`config.mk`:
```
export PLATFORM = sky130hd
export DESIGN_NAME = pbm_pin_mux
export DESIGN_NICKNAME = d
export VERILOG_FILES = /design/src/rtl/pbm_pkg.sv /design/src/rtl/pbm_pin_mux.sv
export SDC_FILE = /design/constraint.sdc
export NUM_CORES = 1
export LEC_CHECK = 0
export BUFFER_PORTS_ARGS = -buffer_cell sky130_fd_sc_hd__buf_2
export CAP_MARGIN = 10
export CELL_PAD_IN_SITES_DETAIL_PLACEMENT = 1
export CELL_PAD_IN_SITES_GLOBAL_PLACEMENT = 2
export CORE_MARGIN = 2
export CORE_UTILIZATION = 23
export DETAILED_ROUTE_END_ITERATION = 10
export GPL_ROUTABILITY_DRIVEN = 1
export MAX_ROUTING_LAYER = met4
export PLACE_DENSITY_LB_ADDON = 0.1
export REMOVE_ABC_BUFFERS = 1
export SKIP_CTS_REPAIR_TIMING = 1
export SYNTH_ARGS = -nofsm -noshare
export SYNTH_HDL_FRONTEND = slang
export SYNTH_SLANG_ARGS = --single-unit
```
`constraint.sdc`:
```
create_clock -name clk -period 1.4 [get_ports clk]
set_input_delay 0.28 -clock clk [delete_from_list [all_inputs] [get_ports clk]]
set_output_delay 0.28 -clock clk [all_outputs]
set_load 0.1 [all_outputs]
```
`src/rtl/pbm_pkg.sv`:
```
// Constants and types shared by the port B upper address pin mux
`default_nettype none

package pbm_pkg;

  // ****************************************************************
  // Widths
  // ****************************************************************
  localparam int unsigned LINE_COUNT   = 8;
  localparam int unsigned LOW_COUNT    = 4;
  localparam int unsigned CLK_SRC_CNT  = 4;

  typedef logic [LINE_COUNT-1:0]  pbm_line_t;
  typedef logic [CLK_SRC_CNT-1:0] pbm_nib_t;

  // ****************************************************************
  // Values after reset
  // ****************************************************************
  // Function select: one means GPIO, zero means peripheral function
  localparam pbm_line_t FUNC_SEL_RST   = 8'hFF;
  localparam pbm_line_t PULLUP_RST     = 8'hFF;
  localparam pbm_line_t PIN_OUT_RST    = 8'h00;
  localparam pbm_line_t PIN_OE_RST     = 8'h00;
  localparam pbm_line_t GPIO_IN_RST    = 8'h00;

  // Low nibble of function select when the straps ask for address lines
  localparam pbm_nib_t  LOW_ADDR_SEL   = 4'h0;
  localparam pbm_nib_t  LOW_GPIO_SEL   = 4'hF;

  // Clock-out select bit value that routes the internal clock to the pin
  localparam logic      CLKSEL_CLOCK   = 1'b1;

  // ****************************************************************
  // Reset-time selection sequencer
  // ****************************************************************
  typedef enum logic [0:0] {
    PBM_BOOT_WAIT,
    PBM_BOOT_DONE
  } pbm_boot_e;

endpackage

`default_nettype wire
```
`src/rtl/pbm_pin_mux.sv`:
```
// Port B lines 0-7 function mux: GPIO, upper address bits 16-23, clock observation on lines 4-7
`default_nettype none

module pbm_pin_mux (
  input  wire logic             clk,
  input  wire logic             reset_n,
  // Reset-time straps
  input  wire logic             externalBootPin,
  input  wire logic             extMemifMode,
  input  wire logic             flashSecured,
  // Software function-select write
  input  wire logic             funcSelWrEn,
  input  wire pbm_pkg::pbm_line_t funcSelWrData,
  output logic [7:0]            portBFunctionSelect,
  // Software pull-up enable write
  input  wire logic             pullupWrEn,
  input  wire pbm_pkg::pbm_line_t pullupWrData,
  // External bus control and clock-out select levels
  input  wire logic             busDriveHold,
  input  wire pbm_pkg::pbm_nib_t clockOutSelect,
  // External memory interface
  input  wire logic             extBusActive,
  input  wire pbm_pkg::pbm_line_t extAddrHigh,
  // GPIO core side
  input  wire pbm_pkg::pbm_line_t gpioDataOut,
  input  wire pbm_pkg::pbm_line_t gpioDirOut,
  output logic [7:0]            gpioDataIn,
  // Internal clocks for observation
  input  wire logic             prescalerClock,
  input  wire logic             systemClockOut,
  input  wire logic             systemClockSecondOut,
  input  wire logic             oscillatorClock,
  // Pins
  input  wire pbm_pkg::pbm_line_t pinIn,
  output logic [7:0]            pinOut,
  output logic [7:0]            pinOutEn,
  output logic [7:0]            pinPullupEn,
  output logic                  bootSelectDone
);
  import pbm_pkg::*;

  // ****************************************************************
  // State
  // ****************************************************************
  pbm_boot_e bootState_r;
  pbm_line_t funcSel_r;
  pbm_line_t pullup_r;
  pbm_line_t pinOut_r;
  pbm_line_t pinOutEn_r;
  pbm_line_t gpioIn_r;

  pbm_line_t pinOut_nxt;
  pbm_line_t pinOutEn_nxt;
  pbm_nib_t  clockTap;
  pbm_line_t clkPick;
  pbm_line_t clkLine;
  logic      strapWantsAddr;
  logic      addrDrive;

  // ****************************************************************
  // Reset-time function selection
  // ****************************************************************
  // Straps are taken on the first edge after release, never under reset,
  // so the asynchronous reset only ever loads constants.
  // Address lines are wanted when booting externally, or when the memory
  // interface mode asks for them and the flash is not secured.
  assign strapWantsAddr = externalBootPin | (extMemifMode & ~flashSecured);

  always_ff @(posedge clk or negedge reset_n) begin
    if (!reset_n) begin
      bootState_r <= PBM_BOOT_WAIT;
    end else begin
      bootState_r <= PBM_BOOT_DONE;
    end
  end

  assign bootSelectDone = (bootState_r == PBM_BOOT_DONE);

  // ****************************************************************
  // Function select register
  // ****************************************************************
  // A software write on the strap edge wins, so software always has the
  // last word on every line.
  always_ff @(posedge clk or negedge reset_n) begin
    if (!reset_n) begin
      funcSel_r <= FUNC_SEL_RST;
    end else if (funcSelWrEn) begin
      funcSel_r <= funcSelWrData;
    end else begin
      unique case (bootState_r)
        PBM_BOOT_WAIT: begin
          funcSel_r[LOW_COUNT-1:0] <= strapWantsAddr ? LOW_ADDR_SEL : LOW_GPIO_SEL;
        end
        PBM_BOOT_DONE: begin
          funcSel_r <= funcSel_r;
        end
      endcase
    end
  end

  assign portBFunctionSelect = funcSel_r;

  // ****************************************************************
  // Pull-up enable register
  // ****************************************************************
  always_ff @(posedge clk or negedge reset_n) begin
    if (!reset_n) begin
      pullup_r <= PULLUP_RST;
    end else if (pullupWrEn) begin
      pullup_r <= pullupWrData;
    end
  end

  // Pull-up only matters while the pin is not driven by this block
  assign pinPullupEn = pullup_r;

  // ****************************************************************
  // Output mux
  // ****************************************************************
  // Clock taps are sampled on clk, so an observed clock faster than half
  // of clk aliases; this is a monitor, not a clean clock forward.
  assign clockTap = {oscillatorClock, systemClockSecondOut,
                     systemClockOut, prescalerClock};

  // Spread over all eight lines so the loop can index every line; lines 0-3 never pick a clock
  assign clkPick = {clockOutSelect ~^ {CLK_SRC_CNT{CLKSEL_CLOCK}}, 4'h0};
  assign clkLine = {clockTap, 4'h0};

  // Address lines are driven during a bus cycle, or at all times when
  // software holds the drive on; otherwise they float.
  assign addrDrive = extBusActive | busDriveHold;

  always_comb begin
    pinOut_nxt   = PIN_OUT_RST;
    pinOutEn_nxt = PIN_OE_RST;
    for (int i = 0; i < LINE_COUNT; i++) begin
      if (funcSel_r[i]) begin
        pinOut_nxt[i]   = gpioDataOut[i];
        pinOutEn_nxt[i] = gpioDirOut[i];
      end else if (clkPick[i]) begin
        pinOut_nxt[i]   = clkLine[i];
        pinOutEn_nxt[i] = 1'b1;
      end else begin
        // Lines 0-3 carry bits 16-19, lines 4-7 carry bits 20-23
        pinOut_nxt[i]   = extAddrHigh[i];
        pinOutEn_nxt[i] = addrDrive;
      end
    end
  end

  // ****************************************************************
  // Pin output registers
  // ****************************************************************
  // Held at input/tri-state through reset and on the first edge after it,
  // until the strap choice has landed in the function select.
  always_ff @(posedge clk or negedge reset_n) begin
    if (!reset_n) begin
      pinOut_r   <= PIN_OUT_RST;
      pinOutEn_r <= PIN_OE_RST;
    end else if (bootState_r == PBM_BOOT_WAIT) begin
      pinOut_r   <= PIN_OUT_RST;
      pinOutEn_r <= PIN_OE_RST;
    end else begin
      pinOut_r   <= pinOut_nxt;
      pinOutEn_r <= pinOutEn_nxt;
    end
  end

  assign pinOut   = pinOut_r;
  assign pinOutEn = pinOutEn_r;

  // ****************************************************************
  // Pin input capture
  // ****************************************************************
  always_ff @(posedge clk or negedge reset_n) begin
    if (!reset_n) begin
      gpioIn_r <= GPIO_IN_RST;
    end else begin
      gpioIn_r <= pinIn;
    end
  end

  assign gpioDataIn = gpioIn_r;

endmodule

`default_nettype wire

```
==> results.ini, run 1 <==
[cells_and_area]
layout-drive-gt1-share_pct=61.76
synthToLayoutAreaGrowth_pct=69.58
antennaDiodeCount=0
nets=302
post-route-util_pct=40.83
final_area_sq_um=2623
final_cells=315

[cts]
cts_tree=yes
root_buffer=clkbuf_8
clkTransAtPathRegs_ns=0.08
cts.sinks=41
cts-buffers-inserted=5
cts.path.max_buffers=2
worstSkewPairLatency_ns=0.29
cts_max_level=2

[worst_setup_path]
crit_chain=buf_12
crit_family=flip-flops
cp-start-kind=flip-flop
crit_type=reg -> out
timing.rr.end=portBFunctionSelect[3]
r2r_start=bootSelectDone
cp_max_fo=5
rr_worst_depth=2
cpPeakStageDelay_ns=0.61
crit_path_end_kind=output pin
slowest_stage=dfstp_2
crit_required_ns=1.12
rrSetupSlack_ns=0.28
path_buf_inv=1
critical_path_arrival_ns=1.09

[routing]
drtIter0Drc=37
finalWirelength_mm=4.551
vias_per_cell=4.279
ant_nets=0
drt_pass1_iterations=4
post-route-drc-count=0
wl_per_cell_um=14.45
vias=1348

[die]
initial_core_util_pct=24.08
fp.dieW_um=86
placementRows=29
boundaryPins=106
core_sq_um=6422
die_h_um=86
dieArea_sq_um=7396

[sta]
layout_min_cycle_time_ns=1.369
fin_ws_ns=0.03075
fin_skew_ns=0.005529
finalCritPeriodShare_pct=97.80
setup_violations=0
setup_tns_ns=0
slew_violations=0
rsz0062_at_grt=true
fmax_mhz=730.3
hold_violations=0

[min_path]
min-delay-start=pinIn[6]
min_path_cells=1
hold_class=in -> reg
hold_end=gpioDataIn[6]

[synth]
synthMuxAreaShare_pct=11.00
synth_compound_area_share_pct=12.14
syn_area_per_cell_sq_um=13.22
synth_fa_ha_area_share_pct=0
ys_types=16
syn_inst=117
yosysSeqAreaShare_pct=67.64
ys_ff_latch=41
synth-simple-area-share_pct=6.796
syn_area_sq_um=1546
synthXorXnorAreaFrac_pct=0
yosysTopAreaCellShare_pct=40.45
synth_top_family_by_area=compound AO/OA/AOI/OAI gates
ys_warn_count=0
yosysTopAreaCell=dfrtp_1
synth_area_leaders=dfrtp_1 (40%), dfstp_2 (27%), mux2_2 (5.8%)

[power]
ir_worst_vdd_mv=0.5847
powerDensity_nw_per_um2=1391
power_leakage_nw=1.302

[place]
dpl.hpwl_mm=3.687
place.port_buffers=105
place_area_sq_um=2459
dp_slack_ns=0.2565
gp_congestion=0.7504
place_inst=301

[grt]
grt_overflow=0
antenna_found_initial=0
grt_max_degree=28
grt_usage_pct=13.32
grt_pass1_wl_mm=7.272
first_global_vias=1528

[run_status]
status=completed

[run]
max_cap_viol_count=0

stage by stage:
step	hold slack [ns]	total power, mW
after floorplan	-0.01559	2.229
after global placement	0.2225	2.668
after detailed placement	0.2289	2.684
after CTS	-0.09135	3.684
after global routing	0.07528	3.813
final	0.09426	3.648
flip-flops by register name, summed over array words and instances, names as in the netlist:
name	count
bootSelectDone	1
gpioDataIn	8
pinOut	8
pinOutEn	8
pinPullupEn	8
portBFunctionSelect	8
worst max-delay path by stage:
stage | startpoint | to | slack (ns) | cells past startpoint
5_1_grt | portBFunctionSelect[0] | portBFunctionSelect[0] | -0.01 | 1
3_5_place_dp | busDriveHold | pinOutEn[7] | 0.26 | 4
6_report | portBFunctionSelect[0] | portBFunctionSelect[0] | 0.03 | 1
3_3_place_gp | busDriveHold | pinOutEn[2] | 0.31 | 4
4_1_cts | portBFunctionSelect[0] | portBFunctionSelect[0] | 0.006 | 1
2_1_floorplan | bootSelectDone | portBFunctionSelect[3] | -0.27 | 2
cells by family (layout without fill, tap and decap cells):
kind of cell | count (synthesis) | count (layout)
buffers and inverters | 8 | 129
flip-flops | 41 | 41
other | 1 | 1
multiplexers | 16 | 16
AO/OA/AOI/OAI | 29 | 29
AND/OR/NAND/NOR | 22 | 22
cell type report:
class	instances	area [sq um]
Fill cell	740	3800
Inverter	5	18.77
Sequential cell	41	1046
Multi-Input combinational cell	68	466.7
Clock buffer	7	86.33
Tap cell	77	96.34
Timing Repair Buffer	116	878.3
Clock inverter	1	30.03
metal layers:
| metal | up-vias | routed length (um) | GRT usage, % |
|---|---|---|---|
| li1 | 638 | - | - |
| met2 | 61 | 2370 | 23.61 |
| met3 | 6 | 341 | 3.850 |
| met5 | - | 0 | - |
| met1 | 643 | 1780 | 14.21 |
| met4 | 0 | 58 | 4.329 |
where the power goes:
group / switching [mW] / internal, mW / total [mW]
combinational: 0.903 / 0.378 / 1.28
sequential: 0.0724 / 1.32 / 1.39
clock: 0.398 / 0.581 / 0.979
cell usage after synthesis:
| library cell | number |
|---|---|
| o21ai_1 | 7 |
| inv_1 | 5 |
| mux2i_1 | 8 |
| nor2_1 | 5 |
| a221o_1 | 4 |
| a2111oi_4 | 1 |
| and2_1 | 4 |
| o21ai_0 | 9 |
| dfrtp_1 | 25 |
| nand2_1 | 8 |
| dfstp_2 | 16 |
| nor2b_1 | 5 |
| buf_2 | 3 |
| conb_1 | 1 |
| a21oi_1 | 8 |
| mux2_2 | 8 |
cells in the final DEF, fill, tap and decap left out, types with 6 or more instances in the layout:
cell type and instances:
a21oi_1 8, buf_2 88, buf_12 18, o21ai_0 9
dfrtp_1 25, buf_4 9, o21ai_1 7, clkbuf_8 6
dfstp_2 16, mux2_2 8, mux2i_1 8, nand2_1 8
No activity file was read; power rests on OpenSTA's default activity.
==> run 2, diff against run 1 <==
Settings changed: PLACE_DENSITY set to 0.75, PLACE_DENSITY_LB_ADDON 0.1 to not set, SETUP_SLACK_MARGIN set to 0.02.
==> results.ini, run 2 (synthesized netlist as in run 1, its figures left out) <==
[sta]
fin_skew_ns=0.006277  ; +0.0007482 ns
hold_violations=0  ; unchanged
slew_violations=0  ; unchanged
layout_min_cycle_time_ns=1.362  ; -0.007365 ns
finalCritPeriodShare_pct=97.28  ; -0.53 points
setup_tns_ns=0  ; unchanged
hold-worst-slack_ns=0.08356  ; -0.01070 ns
fmax_mhz=734.3  ; +0.54%
setup_violations=0  ; unchanged
rsz0062_at_grt=true

[worst_setup_path]
critical_path_arrival_ns=1.08  ; about the same
crit_path_end_kind=output pin
path_buf_inv=1  ; unchanged
crit_type=reg -> out
crit_chain=buf_12
cp_max_fo=5  ; unchanged
crit_family=flip-flops
cp-start-kind=flip-flop
cpPeakStageDelay_ns=0.60  ; about the same
slowest_stage=dfstp_2
crit_required_ns=1.12  ; about the same

[routing]
vias=1360  ; +0.89%
ant_nets=0  ; unchanged
drt_pass1_iterations=4  ; unchanged
wl_per_cell_um=14.39  ; -0.41%
vias_per_cell=4.290  ; +0.25%
drtIter0Drc=36  ; -2.7%
finalWirelength_mm=4.561  ; +0.22%
post-route-drc-count=0  ; unchanged

[cts]
clkTransAtPathRegs_ns=0.09  ; about the same
cts.path.max_buffers=2  ; unchanged
worstSkewPairLatency_ns=0.29  ; about the same
root_buffer=clkbuf_8
cts-buffers-inserted=5  ; unchanged
cts_max_level=2  ; unchanged
cts.sinks=41  ; unchanged
cts_tree=yes

[place]
gp_congestion=0.7031  ; -6.3%
dpl.hpwl_mm=3.604  ; -2.2%
place.port_buffers=105  ; unchanged

[power]
ir_worst_vdd_mv=0.4272  ; -27%
pwr-share-seq_pct=39.8  ; +1.8 points
clockPowerShare_pct=23.0  ; -3.8 points
p_sw_mw=1.425  ; +3.7%
swShare_pct=40.79  ; +3.1 points
power_leakage_nw=1.300  ; -0.21%
powerDensity_nw_per_um2=1327  ; -4.6%
power.share.combinational_pct=37.2  ; +2.1 points
p_int_mw=2.068  ; -9.1%

[run]
max_cap_viol_count=0  ; unchanged

[grt]
first_global_vias=1363  ; -11%
grt_overflow=0  ; unchanged
grt_pass1_wl_mm=7.044  ; -3.1%
grt_busiest_layer=met2
antenna_found_initial=0  ; unchanged
use_met2_pct=20.30  ; -3.3 points
grt_usage_pct=12.86  ; -0.46 points
grt_max_degree=42  ; +50%
use_met1_pct=16.23  ; +2.0 points
grtUsageMet3_pct=3.561  ; -0.29 points

[cells_and_area]
layout_common_cells=buf_2 (81), dfrtp_1 (25), buf_12 (18)
synthToLayoutAreaGrowth_pct=70.23
antennaDiodeCount=0  ; unchanged
layout-drive-gt1-share_pct=62.50  ; +0.74 points
layout_commonest_cell=buf_2
post-route-util_pct=40.99  ; +0.16 points
nets=304  ; +0.66%

[min_path]
hold_class=in -> reg

[die]
boundaryPins=106  ; unchanged
die_h_um=86  ; unchanged
placementRows=29  ; unchanged
fp.dieW_um=86  ; unchanged
dieArea_sq_um=7396  ; unchanged
core_sq_um=6422  ; unchanged
initial_core_util_pct=24.08  ; unchanged

[run_status]
status=completed

==> run 2: changes by cell type in the layout (fill, tap and decap cells not counted), sizes merged <==
cell	delta
buf	-5
bufinv	-1
clkbuf	+5
clkinv	+1
clkinvlp	+1
inv	+1
==> run 2: path summary, 6_finish.rpt <==
path                                     endpoint  cells after the start              startpoint  slack [ns]
max                        portBFunctionSelect[0]                      1  portBFunctionSelect[0]        0.04
min                                 gpioDataIn[3]                      1                pinIn[3]        0.08
max reg2reg                             pinOut[3]                      4  portBFunctionSelect[3]        0.25
min reg2reg                           pinOutEn[7]                      2  portBFunctionSelect[7]        0.58
max in group asynchronous          pinPullupEn[1]                      3                 reset_n        0.65
min in group asynchronous           gpioDataIn[2]                      3                 reset_n        0.48
==> run 2: per-layer routing <==
metal,wire [um],up-vias
li1,-,641
met5,0,-
met2,2195,74
met4,45,0
met1,1927,639
met3,393,6
==> run 2: final cells by class <==
class / instances / area, sq um
flip-flops and latches: 41 / 1046
repair buffers: 118 / 910.9
clock buffers: 5 / 68.82
multi-input cells: 68 / 466.7
clock inverters: 3 / 25.02
inverters: 5 / 18.77
fillers: 720 / 3790
well taps: 77 / 96.34
==> run 2: power groups by stage <==
stage	sequential, mW	combinational, mW	clock (mW)
detailed placement	1.42	1.27	0
global route	1.40	1.35	0.904
floorplan	2.11	0.116	0
finish	1.39	1.30	0.804
CTS	1.40	1.27	0.846
global placement	1.41	1.26	0
==> run 2: worst reg2reg max path: stages (launching register included) <==
cell,delay [ns]
dfstp_2,0.59
buf_4,0.13
buf_4,0.10
mux2i_1,0.18
nor2b_1,0.06
==> run 2: through the flow <==
stage / total power [mW] / area (sq um) / setup slack [ns] / cells
after global routing: 3.659 / 2633 / 0.00009304 / 317
final: 3.492 / 2633 / 0.03811 / 317
after CTS: 3.512 / 2552 / 0.0002606 / 309
after floorplan: 2.229 / 1531 / -0.2659 / 114
after global placement: 2.672 / 2459 / 0.3138 / 301
after detailed placement: 2.686 / 2459 / 0.2834 / 301
